**config.mk**
```make
export PLATFORM = sky130hd
export DESIGN_NAME = mgs_slave
export DESIGN_NICKNAME = d
export VERILOG_FILES = /design/src/rtl/mgs_pkg.sv /design/src/rtl/mgs_slave.sv
export SDC_FILE = /design/constraint.sdc
export NUM_CORES = 1
export LEC_CHECK = 0
export BUFFER_PORTS_ARGS = -buffer_cell sky130_fd_sc_hd__buf_4
export CORE_MARGIN = 1
export CORE_UTILIZATION = 35
export CTS_CLUSTER_DIAMETER = 150
export DETAILED_ROUTE_END_ITERATION = 10
export SLEW_MARGIN = 10
export SYNTH_ARGS = -nofsm -noshare
export SYNTH_HDL_FRONTEND = slang
export SYNTH_SLANG_ARGS = --single-unit
```
**constraint.sdc**
```tcl
create_clock -name clock_i -period 3.3 [get_ports clock_i]
set_input_delay 0.66 -clock clock_i [delete_from_list [all_inputs] [get_ports clock_i]]
set_output_delay 0.66 -clock clock_i [all_outputs]
set_load 0.005 [all_outputs]
```
**src/rtl/mgs_pkg.sv**
```systemverilog
// package: constants and types for the magnetometer serial slave
package mgs_pkg;
	localparam logic [4:0] MGS_ADDR_BASE    = 5'h0c;
	localparam logic [7:0] MGS_REG_CTRL     = 8'h00;
	localparam logic [7:0] MGS_REG_XH       = 8'h01;
	localparam logic [7:0] MGS_REG_XL       = 8'h02;
	localparam logic [7:0] MGS_REG_YH       = 8'h03;
	localparam logic [7:0] MGS_REG_YL       = 8'h04;
	localparam logic [7:0] MGS_CTRL_RESET   = 8'h00;
	localparam logic [7:0] MGS_PTR_RESET    = 8'h00;
	localparam int         MGS_BIT_TRIG     = 0;
	localparam int         MGS_BIT_FWD      = 1;
	localparam int         MGS_BIT_REV      = 2;
	localparam logic [3:0] MGS_BITS_LAST    = 4'h7;
	localparam logic [3:0] MGS_BITS_ACK     = 4'h8;
	localparam int         MGS_FIFO_WIDTH   = 8;
	localparam int         MGS_FIFO_DEPTH   = 8;

	typedef struct packed {
		logic [11:0] x;
		logic [11:0] y;
	} mgs_result_t;

	typedef struct packed {
		logic scl;
		logic sda;
	} mgs_bus_t;
endpackage

```
**src/rtl/mgs_slave.sv**
```systemverilog
// module: fifo and two-wire slave with control register for the magnetometer
`timescale 1ns/100ps

// ================================================================
// byte fifo
module mgs_fifo #(
	parameter int WIDTH = 8,
	parameter int DEPTH = 8
) (
	input  wire logic             clock_i,
	input  wire logic             rst_i,
	input  wire logic [WIDTH-1:0] in_data_i,
	input  wire logic             in_valid_i,
	output logic                  in_ready_o,
	output logic [WIDTH-1:0]      out_data_o,
	output logic                  out_valid_o,
	input  wire logic             out_ready_i
);
	localparam int AW = $clog2(DEPTH);
	logic [WIDTH-1:0] mem [DEPTH];
	logic [AW-1:0]    wr_ptr;
	logic [AW-1:0]    rd_ptr;
	logic [AW:0]      count;
	logic             push;
	logic             pop;

	assign in_ready_o  = (count != (AW+1)'(DEPTH));
	assign out_valid_o = (count != '0);
	assign out_data_o  = mem[rd_ptr];
	assign push        = in_valid_i && in_ready_o;
	assign pop         = out_valid_o && out_ready_i;

	always_ff @(posedge clock_i) begin
		if (push) begin
			mem[wr_ptr] <= in_data_i;
		end
	end

	always_ff @(posedge clock_i) begin
		if (rst_i) begin
			wr_ptr <= '0;
			rd_ptr <= '0;
			count  <= '0;
		end else begin
			if (push) begin
				wr_ptr <= (wr_ptr == AW'(DEPTH-1)) ? '0 : wr_ptr + 1'b1;
			end
			if (pop) begin
				rd_ptr <= (rd_ptr == AW'(DEPTH-1)) ? '0 : rd_ptr + 1'b1;
			end
			count <= count + (AW+1)'(push) - (AW+1)'(pop);
		end
	end
endmodule

// ================================================================
// slave top
module mgs_slave
	import mgs_pkg::*;
(
	input  wire logic        clock_i,
	input  wire logic        rst_i,
	input  wire logic [1:0]  addr_sel_i,
	input  wire logic        low_voltage_i,
	input  wire logic        scl_i,
	input  wire logic        sda_i,
	output logic             sda_o,
	output logic             sda_oe_o,
	input  wire logic        measure_complete_i,
	input  wire logic        strap_pulse_complete_i,
	input  wire mgs_result_t result_i,
	input  wire logic        result_valid_i,
	output logic             measure_trigger_o,
	output logic             strap_fwd_o,
	output logic             strap_rev_o,
	output logic             analog_on_o
);
	typedef enum logic [4:0] {
		ST_IDLE = 5'b00001,
		ST_ADDR = 5'b00010,
		ST_WR   = 5'b00100,
		ST_RD   = 5'b01000,
		ST_SKIP = 5'b10000
	} mgs_state_t;

	function automatic logic [7:0] next_ptr_f(input logic [7:0] p);
		next_ptr_f = (p >= MGS_REG_YL) ? MGS_REG_CTRL : p + 8'h01;
	endfunction

	// ================================================================
	// input synchronisers and edge detect
	mgs_bus_t   sync1;
	mgs_bus_t   sync2;
	mgs_bus_t   last;
	logic [1:0] strap_meta;
	logic [1:0] strap_sel;
	logic       lv_meta;
	logic       lv_mode;
	logic       scl_rise;
	logic       scl_fall;
	logic       start_seen;
	logic       stop_seen;

	always_ff @(posedge clock_i) begin
		if (rst_i) begin
			sync1 <= '{scl: 1'b1, sda: 1'b1};
			sync2 <= '{scl: 1'b1, sda: 1'b1};
			last  <= '{scl: 1'b1, sda: 1'b1};
		end else begin
			sync1 <= '{scl: scl_i, sda: sda_i};
			sync2 <= sync1;
			last  <= sync2;
		end
	end

	// static straps still pass two flops; no reset needed
	always_ff @(posedge clock_i) begin
		strap_meta <= addr_sel_i;
		strap_sel  <= strap_meta;
		lv_meta    <= low_voltage_i;
		lv_mode    <= lv_meta;
	end

	assign scl_rise   = sync2.scl && !last.scl;
	assign scl_fall   = !sync2.scl && last.scl;
	assign start_seen = sync2.scl && last.scl && last.sda && !sync2.sda;
	assign stop_seen  = sync2.scl && last.scl && !last.sda && sync2.sda;

	// ================================================================
	// bit engine
	mgs_state_t state;
	logic [3:0] bit_cnt;
	logic [7:0] shift;
	logic       ack_phase;
	logic       is_read;
	logic       first_wr_done;
	logic [7:0] ptr;
	logic [7:0] ctrl;
	logic       wr_strobe;
	logic [7:0] wr_byte;
	logic       rd_pop;
	logic       rd_nack;
	logic       own_addr;
	logic [7:0] fifo_data;
	logic       fifo_valid;
	logic       fifo_ready;
	logic [7:0] tx_byte;
	logic [7:0] fill_ptr;
	logic       fill_valid;
	logic [7:0] fill_data;
	logic [15:0] x_word;
	logic [15:0] y_word;

	// fixed bits 0110 and 0 around the strapped pair; direction bit ignored
	assign own_addr = ({shift[7:4], shift[1]} == MGS_ADDR_BASE) && (shift[3:2] == strap_sel);

	always_ff @(posedge clock_i) begin
		if (rst_i) begin
			state     <= ST_IDLE;
			bit_cnt   <= '0;
			shift     <= '0;
			ack_phase <= 1'b0;
			is_read   <= 1'b0;
			wr_strobe <= 1'b0;
			wr_byte   <= '0;
			rd_pop    <= 1'b0;
			rd_nack   <= 1'b0;
		end else begin
			wr_strobe <= 1'b0;
			rd_pop    <= 1'b0;
			if (stop_seen) begin
				state <= ST_IDLE;
			end else if (start_seen) begin
				state     <= ST_ADDR;
				bit_cnt   <= '0;
				ack_phase <= 1'b0;
			end else if (state != ST_IDLE && scl_rise) begin
				if (!ack_phase) begin
					shift   <= {shift[6:0], sync2.sda};
					bit_cnt <= bit_cnt + 4'h1;
				end else if (state == ST_RD) begin
					rd_nack <= sync2.sda; // master nack ends the read
				end
			end else if (state != ST_IDLE && scl_fall) begin
				if (!ack_phase && bit_cnt == MGS_BITS_ACK) begin
					ack_phase <= 1'b1;
					bit_cnt   <= '0;
					case (state)
						ST_ADDR: begin
							if (own_addr) begin
								is_read <= shift[0];
								state   <= shift[0] ? ST_RD : ST_WR;
							end else begin
								state <= ST_SKIP;
							end
						end
						ST_WR: begin
							wr_strobe <= 1'b1;
							wr_byte   <= shift;
						end
						default: begin
						end
					endcase
				end else if (ack_phase) begin
					ack_phase <= 1'b0;
					if (state == ST_RD && is_read) begin
						if (rd_nack) begin
							state <= ST_SKIP;
						end else begin
							rd_pop <= 1'b1;
						end
					end
				end
			end
		end
	end

	// ================================================================
	// pointer and control register
	always_ff @(posedge clock_i) begin
		if (rst_i) begin
			ptr <= MGS_PTR_RESET;
		end else if (wr_strobe && !first_wr_done) begin
			ptr <= wr_byte;
		end else if (rd_pop) begin
			ptr <= next_ptr_f(ptr);
		end
	end

	logic strap_any;
	logic last_fwd;
	logic seen_fwd;

	always_ff @(posedge clock_i) begin
		if (rst_i) begin
			first_wr_done <= 1'b0;
		end else if (wr_strobe) begin
			first_wr_done <= 1'b1;
		end else if (state != ST_WR) begin
			first_wr_done <= 1'b0;
		end
	end

	// data writes land only at address zero; others ignored
	always_ff @(posedge clock_i) begin
		if (rst_i) begin
			ctrl     <= MGS_CTRL_RESET;
			seen_fwd <= 1'b0;
		end else begin
			if (measure_complete_i) begin
				ctrl[MGS_BIT_TRIG] <= 1'b0;
			end
			if (strap_pulse_complete_i) begin
				ctrl[MGS_BIT_FWD] <= 1'b0;
				ctrl[MGS_BIT_REV] <= 1'b0;
			end
			if (wr_strobe && first_wr_done && ptr == MGS_REG_CTRL) begin
				if (wr_byte[MGS_BIT_TRIG]) begin
					ctrl[MGS_BIT_TRIG] <= 1'b1;
				end
				if (wr_byte[MGS_BIT_FWD]) begin
					ctrl[MGS_BIT_FWD] <= 1'b1;
					seen_fwd          <= 1'b1;
				end else if (wr_byte[MGS_BIT_REV] && (seen_fwd || !lv_mode)) begin
					ctrl[MGS_BIT_REV] <= 1'b1;
				end
			end
		end
	end

	assign strap_any = ctrl[MGS_BIT_FWD] | ctrl[MGS_BIT_REV];
	assign last_fwd  = ctrl[MGS_BIT_FWD];

	// ================================================================
	// result hold and read fill
	always_ff @(posedge clock_i) begin
		if (rst_i) begin
			x_word <= '0;
			y_word <= '0;
		end else if (result_valid_i) begin
			x_word <= {4'h0, result_i.x};
			y_word <= {4'h0, result_i.y};
		end
	end

	always_comb begin
		case (fill_ptr)
			MGS_REG_CTRL: fill_data = ctrl;
			MGS_REG_XH:   fill_data = x_word[15:8];
			MGS_REG_XL:   fill_data = x_word[7:0];
			MGS_REG_YH:   fill_data = y_word[15:8];
			MGS_REG_YL:   fill_data = y_word[7:0];
			default:      fill_data = 8'h00;
		endcase
	end

	// fifo holds one byte ahead; refilled from pointer each read byte
	always_ff @(posedge clock_i) begin
		if (rst_i) begin
			fill_ptr   <= MGS_PTR_RESET;
			fill_valid <= 1'b0;
		end else begin
			fill_valid <= 1'b0;
			if (state == ST_ADDR && scl_fall && bit_cnt == MGS_BITS_ACK && shift[0]) begin
				fill_ptr   <= ptr;
				fill_valid <= 1'b1;
			end else if (rd_pop && fifo_ready) begin
				fill_ptr   <= next_ptr_f(ptr);
				fill_valid <= 1'b1;
			end
		end
	end

	mgs_fifo #(
		.WIDTH (MGS_FIFO_WIDTH),
		.DEPTH (MGS_FIFO_DEPTH)
	) u_fifo (
		.clock_i     (clock_i),
		.rst_i       (rst_i || state == ST_IDLE),
		.in_data_i   (fill_data),
		.in_valid_i  (fill_valid),
		.in_ready_o  (fifo_ready),
		.out_data_o  (fifo_data),
		.out_valid_o (fifo_valid),
		.out_ready_i (rd_pop)
	);

	// ================================================================
	// data line drive, changed only on falling clock
	always_ff @(posedge clock_i) begin
		if (rst_i) begin
			tx_byte  <= '0;
			sda_oe_o <= 1'b0;
		end else if (stop_seen || start_seen || state == ST_IDLE || state == ST_SKIP) begin
			sda_oe_o <= 1'b0;
		end else if (scl_fall) begin
			if (!ack_phase && bit_cnt == MGS_BITS_ACK) begin
				sda_oe_o <= (state == ST_ADDR) ? own_addr : (state == ST_WR);
			end else if (state == ST_RD && (ack_phase || (bit_cnt != MGS_BITS_ACK && bit_cnt != '0))) begin
				if (ack_phase) begin
					tx_byte  <= fifo_valid ? fifo_data : 8'h00;
					// after a master nack the line stays free for the stop
					sda_oe_o <= fifo_valid && !rd_nack && !fifo_data[7];
				end else begin
					sda_oe_o <= !tx_byte[3'(MGS_BITS_LAST - bit_cnt)];
				end
			end else begin
				sda_oe_o <= 1'b0;
			end
		end
	end

	assign sda_o = 1'b0;

	// ================================================================
	// analog side requests
	always_ff @(posedge clock_i) begin
		if (rst_i) begin
			measure_trigger_o <= 1'b0;
			strap_fwd_o       <= 1'b0;
			strap_rev_o       <= 1'b0;
			analog_on_o       <= 1'b0;
		end else begin
			measure_trigger_o <= ctrl[MGS_BIT_TRIG];
			strap_fwd_o       <= last_fwd;
			strap_rev_o       <= ctrl[MGS_BIT_REV] && !last_fwd;
			analog_on_o       <= ctrl[MGS_BIT_TRIG] || strap_any;
		end
	end
endmodule

```
# [Word-level counts from Yosys, hierarchy flattened]
# Memories as Yosys holds them, arrays and structs flattened. A register that Yosys moved wholly into a read port is not among the register bits.
# Cells that the tools add are included.
# W data, S select, Z words.
[word_totals] in_bits=34 romBits=0 memories=1 output_inout_bits=6 latch_bits=0 ff_bits=111 mem_bits_rw=64 word_cells=205
[op_classes] shifts=0 multipliers=0 eq_ne=22 add_sub_neg=7 n_bitwise=9 n_lt_le_gt_ge=2 n_reduce_logical=76 n_mux=51 n_div=0
[memory_table] memory="u_fifo.mem" depth=8 word_bits=8 read_ports=1 rd_ports_with_merged_regs=1 wr=1 line_no="mgs_slave.sv:20" rtl="logic [WIDTH-1:0] mem [DEPTH];"
[op_table] cell="$mux W8" n=6
[op_table] cell="$pmux W8 S5" n=1
[op_table] cell="$mux W5" n=6
[op_table] cell="$logic_and A1 B1 Y1" n=27
[op_table] cell="$mux W4" n=6
[op_table] cell="$mux W1" n=22
[op_table] cell="$reduce_and A6 Y1" n=3
[op_table] cell="$eq A8 B2 Y1 const B" n=2
[op_table] cell="$logic_not A8 Y1" n=2
[op_table] cell="$mux W3" n=5
[op_table] cell="$reduce_bool A3 Y1" n=5
[op_table] cell="$reduce_bool A2 Y1" n=7
[op_table] cell="$logic_not A1 Y1" n=11
[op_table] cell="$eq A5 B4 Y1 const B" n=2
[op_table] cell="$reduce_and A5 Y1" n=2
[op_table] cell="$add A8 B1 Y8 const B" n=1
[op_table] cell="$eq A8 B1 Y1 const B" n=1
[op_table] cell="$eq A8 B3 Y1 const B" n=1
[op_table] cell="$ge A8 B3 Y1 const B" n=1
[op_table] cell="$mux W2" n=4
[op_table] cell="$ne A4 B4 Y1 const B" n=2
[op_table] cell="$not A1 Y1" n=8
[op_table] cell="$reduce_and A4 Y1" n=2
[op_table] cell="$reduce_bool A4 Y1" n=2
[op_table] cell="27 further kinds" n=38

# [Logic depth before layout (Yosys ltp)]
# Gate-level depths: netlist (run 1).
[logic_depth] word_depth=8 mapped_depth=11 depth_no_buf=10

# [Cells and area by module]
# From an unflattened synthesis (run 1), not the netlist that was laid out.
[unflattened] hier_cells=636 hier_area_um2=7475.9
[modules_own_cells] module="mgs_slave" cells_per_inst=467 n_inst=1 area_each_um2=4287.9 seq_area_each_um2=2021.9
[modules_own_cells] module="mgs_fifo" cells_per_inst=169 n_inst=1 area_each_um2=3188.1 seq_area_each_um2=2182.1

# [Least setup slack after synthesis (run 1)]
# OpenSTA, ideal clock, no wires.
[synth_timing] path_type="register to register" from="reg u_fifo.count[2]" to="mem u_fifo.mem[0][0], enable pin" slack_ps=1038 setup_ps=395 path_stages_with_launch=7 arrival_time_ps=1867 cell_sequence="dfxtp_1 inv_1 ha_1 or3b_2 clkbuf_1 nand2_1 nor4_1"
[synth_between] elab_chain_len=4
[synth_rtl] item="from (decl)" line_no="mgs_slave.sv:23" rtl="logic [AW:0] count;"
[synth_rtl] item="from (signal assigned)" line_no="mgs_slave.sv:51" rtl="count <= count + (AW+1)'(push) - (AW+1)'(pop);"
[synth_rtl] item="$ne A4 B4 Y1" line_no="mgs_slave.sv:27" rtl="assign in_ready_o = (count != (AW+1)'(DEPTH));"
[synth_rtl] item="$logic_and A1 B1 Y1" line_no="mgs_slave.sv:30" rtl="assign push = in_valid_i && in_ready_o;"
[synth_rtl] item="$mux W1" line_no="mgs_slave.sv:34" rtl="if (push) begin"
[synth_rtl] item="$mux W1 (not written as such)" line_no="mgs_slave.sv:35" rtl="mem[wr_ptr] <= in_data_i;"
[synth_rtl] item="to (decl)" line_no="mgs_slave.sv:20"
# Every way passes these cells.

# [Worst setup path in the final report (run 1)]
[layout_timing] from="reg bit_cnt[0]" to="reg wr_byte[2]"
[layout_between] elab_chain_len=3
[layout_rtl] item="from (decl)" line_no="mgs_slave.sv:132" rtl="logic [3:0] bit_cnt;"
[layout_rtl] item="from (signal assigned)" line_no="mgs_slave.sv:180" rtl="bit_cnt <= bit_cnt + 4'h1;"
[layout_rtl] item="$eq A4 B4 Y1" line_no="mgs_slave.sv:185" rtl="if (!ack_phase && bit_cnt == MGS_BITS_ACK) begin"
[layout_rtl] item="$logic_and A1 B1 Y1" line_no="mgs_slave.sv:185"
[layout_rtl] item="$reduce_and A6 Y1 (no source line)"
[layout_rtl] item="to (signal assigned)" line_no="mgs_slave.sv:199" rtl="wr_byte <= shift;"
[layout_rtl] item="to (decl)" line_no="mgs_slave.sv:140" rtl="logic [7:0] wr_byte;"
# Every way passes these cells.
# A chain may end at the register's enable or synchronous reset.

==> results of run 1 <==
cell type report:
| cell class | count | area (um2) |
|---|---|---|
| fill | 1948 | 11990 |
| clock inverter | 11 | 78.83 |
| sequential | 178 | 4204 |
| clock buffer | 21 | 455.4 |
| tap | 270 | 337.8 |
| multi-input combinational | 414 | 2933 |
| timing repair buffer | 48 | 360.3 |
| inverter | 18 | 67.56 |
per-layer routing:
| metal | GRT usage [%] | vias up | wire [um] |
|---|---|---|---|
| li1 | - | 2416 | - |
| met5 | 0 | - | 0 |
| met1 | 18.73 | 2378 | 6893 |
| met4 | 6.031 | 0 | 296 |
| met3 | 3.323 | 23 | 517 |
| met2 | 24.43 | 101 | 7393 |
Yosys cell counts, types with 6 or more instances:
| cell | count |
|---|---|
| a21oi_1 | 42 |
| mux2_2 | 8 |
| mux4_2 | 15 |
| inv_1 | 17 |
| nand3b_1 | 7 |
| edfxtp_1 | 64 |
| ha_1 | 13 |
| nand2b_1 | 9 |
| o21ai_0 | 10 |
| nor2b_1 | 12 |
| dfxtp_1 | 114 |
| nand3_1 | 25 |
| nand4_1 | 7 |
| nor2_1 | 57 |
| or2_2 | 7 |
| a311oi_1 | 6 |
| or3_1 | 6 |
| clkbuf_1 | 25 |
| mux2i_1 | 39 |
| nor3_1 | 13 |
| nand2_1 | 60 |
logic make-up (layout without fill, tap and decap cells):
kind of cell / Yosys count / in the layout / share of synthesized area [%]
compound gates: 95 / 95 / 8.221
xor+xnor: 6 / 6 / 0.7150
fa+ha+maj: 14 / 14 / 2.485
buf+inv: 53 / 98 / 2.911
flops: 178 / 178 / 57.19
mux: 65 / 65 / 12.20
other cells: 1 / 1 / 0.05101
simple gates: 233 / 233 / 16.22
report_power, final:
| group | internal, mW | switching (mW) |
|---|---|---|
| clock | 0.997 | 0.825 |
| sequential | 2.28 | 0.0176 |
| combinational | 0.0547 | 0.0604 |
state kept, by name, summed over array words and instances (netlist names), 5 cells and up, named ones only:
signal,cells
fill_ptr,8
x_word,12
shift,8
y_word,12
tx_byte,8
state,5
u_fifo.mem,64
wr_byte,8
ptr,8
placed cells by master (no fill, tap or decap), types with 6 or more instances in the layout:
cell,count
nand4_1,7
a21oi_1,42
a311oi_1,6
clkbuf_16,17
inv_1,18
nand2_1,60
ha_1,13
nand2b_1,9
nand3_1,25
buf_4,48
or2_2,7
nor2b_1,12
nor2_1,57
nor3_1,13
mux2_2,8
o21ai_0,10
mux2i_1,39
edfxtp_1,64
nand3b_1,7
mux4_2,15
or3_1,6
dfxtp_1,114
final timing paths:
path,depth (start not counted),startpoint,endpoint,slack [ns]
hold / removal,0,strap_meta[1],strap_sel[1],0.33
hold reg to reg,0,strap_meta[1],strap_sel[1],0.33
setup / recovery,6,bit_cnt[0],wr_byte[2],0.97
setup reg to reg,6,bit_cnt[0],wr_byte[2],0.97
==> flow_metrics.tcl, run 1 <==
set metrics [dict create \
    slowest_delay_ns 0.65 \
    hold_buffers 0 \
    netlist_area_um2 7351 \
    holdWs_ns 0.3262 \
    grt_max_degree 50 \
    start_kind "flip-flop" \
    drt_first_pass_iters 5 \
    path_clk_slew_ns 0.06 \
    synth_ff_type "dfxtp_1" \
    cts_tree "yes" \
    drtAntennaViolNets 0 \
    dp_hpwl_um 10720 \
    rsz0062_at_grt "false" \
    min_path_type "flip-flop to flip-flop" \
    seq_area_frac_synth_pct 57.19 \
    crit_type "flip-flop to flip-flop" \
    ctsResizeCount 0 \
    initial_core_util_pct 35.98 \
    dp_slack_ns 0.9807 \
    boundaryPins 40 \
    drc_errors 0 \
    synth_enable_flop_cells 64 \
    drv_slew 0 \
    crit_arrival_ns 2.64 \
    fmaxAchievable_ghz 0.4284 \
    postPlaceCellArea_um2 7903 \
    crit_path_cell_trace "inv_1, ha_1, or4bb_1, nor4_4, mux2i_1, nor2_1" \
    vias_per_cell 5.123 \
    critPathTopFamily "simple AND/OR/NAND/NOR gates" \
    die_w_um 146.9 \
    relSlewSlack_pct 38.83 \
    routedWlPerCell_um 15.73 \
    portBuffers 38 \
    grt_use_total_pct 14.79 \
    syn_nets 693 \
    timing.final.crit_period_ns 2.334 \
    required_ns 3.60 \
    outcome "finished clean" \
    overflow 0 \
    grt_pass1_wl_um 24960 \
    grt_pass1_vias 4924 \
    worstMarginPinSlew_ns 0.9080 \
    critPathMaxFanout 8 \
    syn-instance-count 645 \
    gp_congestion 0.8576 \
    cp.buffers_inverters 1 \
    total_leakage_power_nw 2.817 \
    placed_cells 928 \
    synthArstFlopShare_pct 0 \
    insertion_delay_ns 0.43 \
    ys_seq_elements 178 \
    final.period_utilization_pct 70.73 \
    syn_to_final_growth_pct 14.77 \
    clock_skew_ns 0.009556 \
    hold_viol 0 \
    syn_avg_cell_area_um2 11.40 \
    cts_buffers 17 \
    rows 52 \
    critPathSlowestCell "or4bb_1" \
    chipHeight_um 146.9 \
    core_area_um2 20430 \
    vias 4918 \
    ir_drop_mv 0.3544 \
    final_layout_size_suffix_gt1_share_pct 16.38 \
    cap_viol_max_count 0 \
    antenna_found_initial 0 \
    synth_cell_types 62 \
    setup_slack_ns 0.9659 \
    crit_path_end_kind "flip-flop" \
    nNetsFinal 725 \
    finalWirelength_um 15100 \
    insertedDiodeCount 0 \
    die_area_um2 21590 \
    yosys_warnings 0 \
    post_cts_buffers 0 \
    setup_violations 0 \
    synthTopCellsByArea "dfxtp_1 (31%), edfxtp_1 (26%), mux2i_1 (5.3%)" \
    finalPower_mw 4.236 \
    finalSetupTns_ns 0 \
    final_cell_area_um2 8437 \
    clock_path_buffers 2 \
    final_util_pct 41.30 \
    numClockSinks 178 \
    htree_levels 4 \
    netlist.area_leader.share_pct 31.05 \
    stdcell_count 960 \
    power_density_nw_per_um2 502.1 \
    yosysTopAreaCell "dfxtp_1" \
    root_buffer "clkbuf_16" \
    drt_iter0_drc 206 \
]
Note: power is estimated with default switching activity, not from simulation.
==> run 2, diff against run 1 <==
clock period = 2.2 ns   (was 3.3 ns; I/O delays follow)
==> run 2 against run 1 <==
  * Non-clock buffer count is 20 higher
  * Sequential share of layout area down 1.4 points
  * Die area did not move
  * Critical path depth up 3
  * Hold slack got worse by 0.22 ns
  * Wire length increased by 4.5%
  * Total power rose by 55%
  * Sequential power is 50% higher
  * Cell area increased by 2.9%
  * Largest power group unchanged
==> flow_metrics.tcl, run 2 (synthesis gave the netlist of run 1 again) <==
set metrics [dict create \
    clock_skew_ns 0.01077 \
    die_w_um 146.9 \
    insertion_delay_ns 0.43 \
    initial_core_util_pct 35.98 \
    cts_buffers 17 \
    critPathMaxFanout 3 \
    crit_type "flip-flop to flip-flop" \
    dp_hpwl_um 11200 \
    grt_pass1_wl_um 26410 \
    min_path_type "input port to flip-flop" \
    crit_path_end_kind "flip-flop" \
    outcome "finished clean" \
    layout_commonest_cell "dfxtp_1" \
    insertedDiodeCount 0 \
    total_leakage_power_nw 2.936 \
    numClockSinks 178 \
    chipHeight_um 146.9 \
    portBuffers 38 \
    drc_errors 0 \
    required_ns 2.56 \
    routedWlPerCell_um 16.10 \
    cts_tree "yes" \
    boundaryPins 40 \
    root_buffer "clkbuf_16" \
    stdcell_count 980 \
    antenna_found_initial 0 \
    htree_levels 4 \
    finalSetupTns_ns 0 \
    drt_iter0_drc 332 \
    vias 5034 \
    fmaxAchievable_ghz 0.4754 \
    largest_reg_flops 64 \
    drv_slew 0 \
    start_kind "flip-flop" \
    placed_cells 948 \
    hold_buffers 0 \
    final_cell_mix "dfxtp_1 (114), buf_4 (67), edfxtp_1 (64)" \
    largest_register "u_fifo.mem" \
    fillers 1948 \
    clock_path_buffers 2 \
    hold_viol 0 \
    setup_violations 0 \
    r2r_cells 9 \
    worstMarginPinSlew_ns 0.9856 \
    vias_per_cell 5.137 \
    final.period_utilization_pct 95.61 \
    drt_first_pass_iters 6 \
    path_clk_slew_ns 0.07 \
    r2r-start "u_fifo.count[2]" \
    drtAntennaViolNets 0 \
    grt_pass1_vias 5221 \
    grt_use_total_pct 15.61 \
    crit_arrival_ns 2.46 \
    relSlewSlack_pct 33.90 \
    overflow 0 \
    cp-endpoint "u_fifo.count[1]" \
    power_density_nw_per_um2 755.7 \
    cap_viol_max_count 0 \
    final_util_pct 42.50 \
    gp_congestion 0.8294 \
    core_area_um2 20430 \
    ir_drop_mv 0.4409 \
    timing.final.crit_period_ns 2.103 \
    worstSetupStartpoint "u_fifo.count[2]" \
    syn_to_final_growth_pct 18.11 \
    rows 52 \
    die_area_um2 21590 \
    final_layout_size_suffix_gt1_share_pct 19.86 \
    nNetsFinal 745 \
    largestRegisters "u_fifo.mem x64, x_word x12, y_word x12" \
    grt_max_degree 45 \
    rsz0062_at_grt "true" \
    r2r-end "u_fifo.count[1]" \
    finalWirelength_um 15770 \
    ff2ff_setup_slack_ns 0.1 \
]
[run 2: changes by cell type in the layout (fill, tap and decap cells not counted), moves of 2 or more]
cell      delta
nor2_1       -3
inv_8        +3
clkinv_2     -2
nor2_2       +3
buf_4       +19
[run 2: critical path, cell delays in order, from the launching register on]
cell     delay (ns)
dfxtp_1        0.30
inv_1          0.10
ha_1           0.16
or3b_2         0.46
nand3_2        0.11
o21ai_0        0.09
ha_1           0.22
inv_1          0.08
fa_1           0.42
nor2_1         0.10
[run 2: how the worst min path moves through the flow]
stage / startpoint / to / slack, ns / depth (start not counted)
floorplan: lv_meta / lv_mode / 0.31 / 0
global placement: strap_meta[0] / strap_sel[0] / 0.31 / 0
detailed placement: strap_meta[0] / strap_sel[0] / 0.32 / 0
CTS: addr_sel_i[0] / strap_meta[0] / 0.09 / 1
global route: addr_sel_i[0] / strap_meta[0] / 0.09 / 1
finish: addr_sel_i[0] / strap_meta[0] / 0.11 / 1
[run 2: final cells by class]
| class | count | area, um2 | area share (%) |
|---|---|---|---|
| clock buffers | 19 | 432.9 | 4.986 |
| multi-input cells | 414 | 2973 | 34.24 |
| repair buffers | 68 | 523.0 | 6.024 |
| clock inverters | 13 | 143.9 | 1.657 |
| well taps | 270 | 337.8 | 3.891 |
| inverters | 18 | 67.56 | 0.7782 |
| flip-flops and latches | 178 | 4204 | 48.42 |
[run 2: what timing repair did]
| item | 4_1_cts | 5_1_grt |
|---|---|---|
| gates resized for setup | 0 | 8 |
| buffers inserted | 0 | 0 |
| setup endpoints to repair | 0 | 29 |
[run 2: power breakdown]
| group | switching, mW | internal (mW) | leakage (nW) |
|---|---|---|---|
| combinational | 0.0941 | 0.0865 | 1.25 |
| sequential | 0.0249 | 3.42 | 1.40 |
| clock | 1.33 | 1.60 | 0.279 |
| total | 1.45 | 5.11 | 2.94 |
[run 2: through the flow]
step                setup WS (ns)  area [um2]  hold slack [ns]  power [mW]
finish                    0.09659        8682           0.1101       6.561
global route             -0.03369        8682          0.08899       6.762
CTS                       0.01616        8653          0.09149       6.618
detailed placement        0.02500        8077           0.3178       3.701
global placement          0.09905        8077           0.3113       3.694
floorplan                 0.01416        7362           0.3096       3.620
[run 2: routing by layer]
layer / GRT usage, % / up-vias / part of all wire, %
met5: 0 / - / 0
met4: 5.515 / 0 / 1.2
met3: 3.012 / 16 / 2.6
met2: 26.94 / 73 / 51
met1: 19.43 / 2493 / 45
li1: - / 2452 / -
==> run 3, diff against run 2 <==
ABC_AREA = 1   (was default)
CORE_UTILIZATION = 50   (was 35)
PLACE_DENSITY = 0.67   (was default)
SLEW_MARGIN = 20   (was 10)
==> run 3 against run 2 <==
  * Sequential share of layout area is essentially flat
  * Count of clock-buffer cells in the layout grew 3
  * Die area shrank 29%
  * Core utilization grew 17 points
  * Critical path depth grew 4
  * Non-clock buffer count shrank 5
  * Flip-flop and latch count is the same
  * Critical endpoint unchanged
  * Synthesized cell count grew 33%
  * Synthesized area grew 1.1%
  * Clock power grew 10%
==> flow_metrics.tcl, run 3 <==
set metrics [dict create \
    drtAntennaViolNets 0 \
    clock_path_buffers 2 \
    fmaxAchievable_ghz 0.4952 \
    netlist.area_leader.share_pct 30.70 \
    root_buffer "clkbuf_16" \
    dp_hpwl_um 10720 \
    seq_area_frac_synth_pct 56.56 \
    numClockSinks 178 \
    vias_per_cell 5.181 \
    insertion_delay_ns 0.43 \
    power_density_nw_per_um2 788.6 \
    largest_reg_flops 64 \
    slowest_delay_ns 0.52 \
    synthTopCellsByCount "nand2_1 (151), nor2_1 (147), dfxtp_1 (114), o21ai_0 (84), inv_1 (80)" \
    synthArstFlopShare_pct 0 \
    drv_slew 0 \
    synth_ff_type "dfxtp_1" \
    syn_nets 908 \
    multi_input_area_um2 2814 \
    start_kind "flip-flop" \
    finalPower_mw 6.852 \
    initial_core_util_pct 51.14 \
    finalWirelength_um 15870 \
    worst_path_most_repeated_cell "inv_1" \
    routedWlPerCell_um 14.26 \
    final_layout_size_suffix_gt1_share_pct 14.32 \
    cap_viol_max_count 0 \
    stdcell_count 1113 \
    cts_tree "yes" \
    holdPathEnd "strap_meta[1]" \
    fillers 1300 \
    final.period_utilization_pct 91.79 \
    min_path_cells 1 \
    critPathSlowestCell "fa_2" \
    regArea_um2 4205 \
    setup_violations 0 \
    finalSetupTns_ns 0 \
    nNetsFinal 964 \
    r2r_cells 13 \
    ir_drop_mv 0.6952 \
    relSlewSlack_pct 56.31 \
    min_path_type "input port to flip-flop" \
    wl_met3_um 519 \
    synth_enable_flop_cells 64 \
    crit_path_cell_trace "inv_2, ha_1, nand3_1, inv_1, nor2_2, inv_2, nor2_2, inv_1, o21ai_1, ha_2, inv_1, fa_2, nor2_1" \
    dp_slack_ns 0.1343 \
    grt_use_total_pct 22.54 \
    highest_layer "met4" \
    grt_pass1_vias 5535 \
    cts_buffers 17 \
    wl_met1_um 7476 \
    timing.final.crit_period_ns 2.019 \
    layout_commonest_cell "nand2_1" \
    grt_max_degree 50 \
    syn_avg_cell_area_um2 8.643 \
    crit_arrival_ns 2.34 \
    grt_pass1_wl_um 26230 \
    die_area_um2 15360 \
    htree_levels 4 \
    hold_buffers 0 \
    yosysTopAreaCell "dfxtp_1" \
    required_ns 2.52 \
    path_clk_slew_ns 0.07 \
    clock_skew_ns 0.009282 \
    syn_to_final_growth_pct 16.90 \
    largestRegisters "u_fifo.mem x64, x_word x12, y_word x12" \
    r2r-end "u_fifo.count[1]" \
    crit_path_end_kind "flip-flop" \
    largest_register "u_fifo.mem" \
    netlist_area_um2 7433 \
    chipHeight_um 123.9 \
    overflow 0 \
    core_area_um2 14530 \
    placed_cells 1080 \
    syn-instance-count 860 \
    vias 5767 \
    boundaryPins 40 \
    yosys_warnings 0 \
    total_leakage_power_nw 3.641 \
    synthTopCellsByArea "dfxtp_1 (31%), edfxtp_1 (26%), nand2_1 (7.6%)" \
    critPathMaxFanout 3 \
    hold_viol 0 \
    antenna_found_initial 0 \
    rows 44 \
    drc_errors 0 \
    r2r-start "u_fifo.count[2]" \
    ff2ff_setup_slack_ns 0.18 \
    die_w_um 123.9 \
    drt_first_pass_iters 5 \
    yosysMostFrequentCell "nand2_1" \
    ys_seq_elements 178 \
    met2_length_um 7638 \
    synth_cell_types 41 \
    worstMarginPinSlew_ns 0.6504 \
    portBuffers 38 \
    insertedDiodeCount 0 \
    setup_slack_ns 0.1806 \
    final_cell_mix "nand2_1 (150), nor2_1 (145), dfxtp_1 (113)" \
    drt_iter0_drc 397 \
    outcome "finished clean" \
    gp_congestion 0.8477 \
    crit_type "flip-flop to flip-flop" \
    hold_start "addr_sel_i[1]" \
]
## run 3: cell types whose count changed after synthesis, sizes merged, moves of 14 or more
cell,delta
mux2i,-39
a21oi,+14
nand3,+29
mux4,-18
nor2,+96
o21ai,+74
inv,+67
nand2,+93
## run 3: how the worst max path moves through the flow
stage,depth (start not counted),start,slack [ns],end
after global placement,14,u_fifo.count[2],0.16,u_fifo.count[2]
after global routing,14,u_fifo.count[2],-0.00003,u_fifo.count[2]
final,13,u_fifo.count[2],0.18,u_fifo.count[1]
after CTS,14,u_fifo.count[2],0.11,u_fifo.count[2]
after floorplan,14,u_fifo.count[2],0.02,u_fifo.count[2]
after detailed placement,14,u_fifo.count[2],0.13,u_fifo.count[2]
## run 3: layout make-up
| cell class | count | share of cell area, % |
|---|---|---|
| Tap cell | 184 | 2.649 |
| Inverter | 85 | 3.701 |
| Clock buffer | 22 | 5.961 |
| Clock inverter | 10 | 1.469 |
| Multi-Input combinational cell | 571 | 32.38 |
| Timing Repair Buffer | 63 | 5.443 |
| Sequential cell | 178 | 48.39 |
## run 3: per-layer routing
metal | vias to the layer above | global-route usage, %
met4 | 0 | 7.813
met1 | 2689 | 29.52
met5 | - | 0
met3 | 20 | 4.808
li1 | 2970 | -
met2 | 88 | 36.94
## run 3: kinds of logic (layout without fill, tap and decap cells)
family,count (synthesis),in the layout,synth area share (%)
buf+inv,111,180,5.790
flops,178,178,56.56
simple gates,386,386,22.29
fa+ha+maj,14,14,2.458
other cells,1,1,0.05045
compound gates,167,167,12.51
xor+xnor,3,3,0.3535
## run 3: power breakdown
group	switching, mW	internal, mW
Combinational	0.101	0.0727
Sequential	0.0224	3.43
Clock	1.30	1.93
## run 3: repair_timing
action | CTS | global route
buffers inserted | 0 | 1
resized for setup | 0 | 10
endpoints found under the setup margin | 0 | 11
endpoints found under the hold margin | 0 | 0
## run 3: worst max-delay path: cells and delay by family, from the launching register on
family,cells,cell delay (ns)
flip-flops,1,0.32
adder cells (fa/ha/maj),3,0.90
AND/OR/NAND/NOR,4,0.33
AO/OA/AOI/OAI,1,0.08
buffers and inverters,5,0.28
## run 3: metrics by stage
step	util, %	instance area, um2	hold slack, ns
CTS	59.64	8668	0.09404
global route	59.79	8690	0.08852
global placement	55.20	8023	0.3100
detailed placement	55.20	8023	0.3138
floorplan	-	7436	0.3096
finish	59.79	8690	0.1066
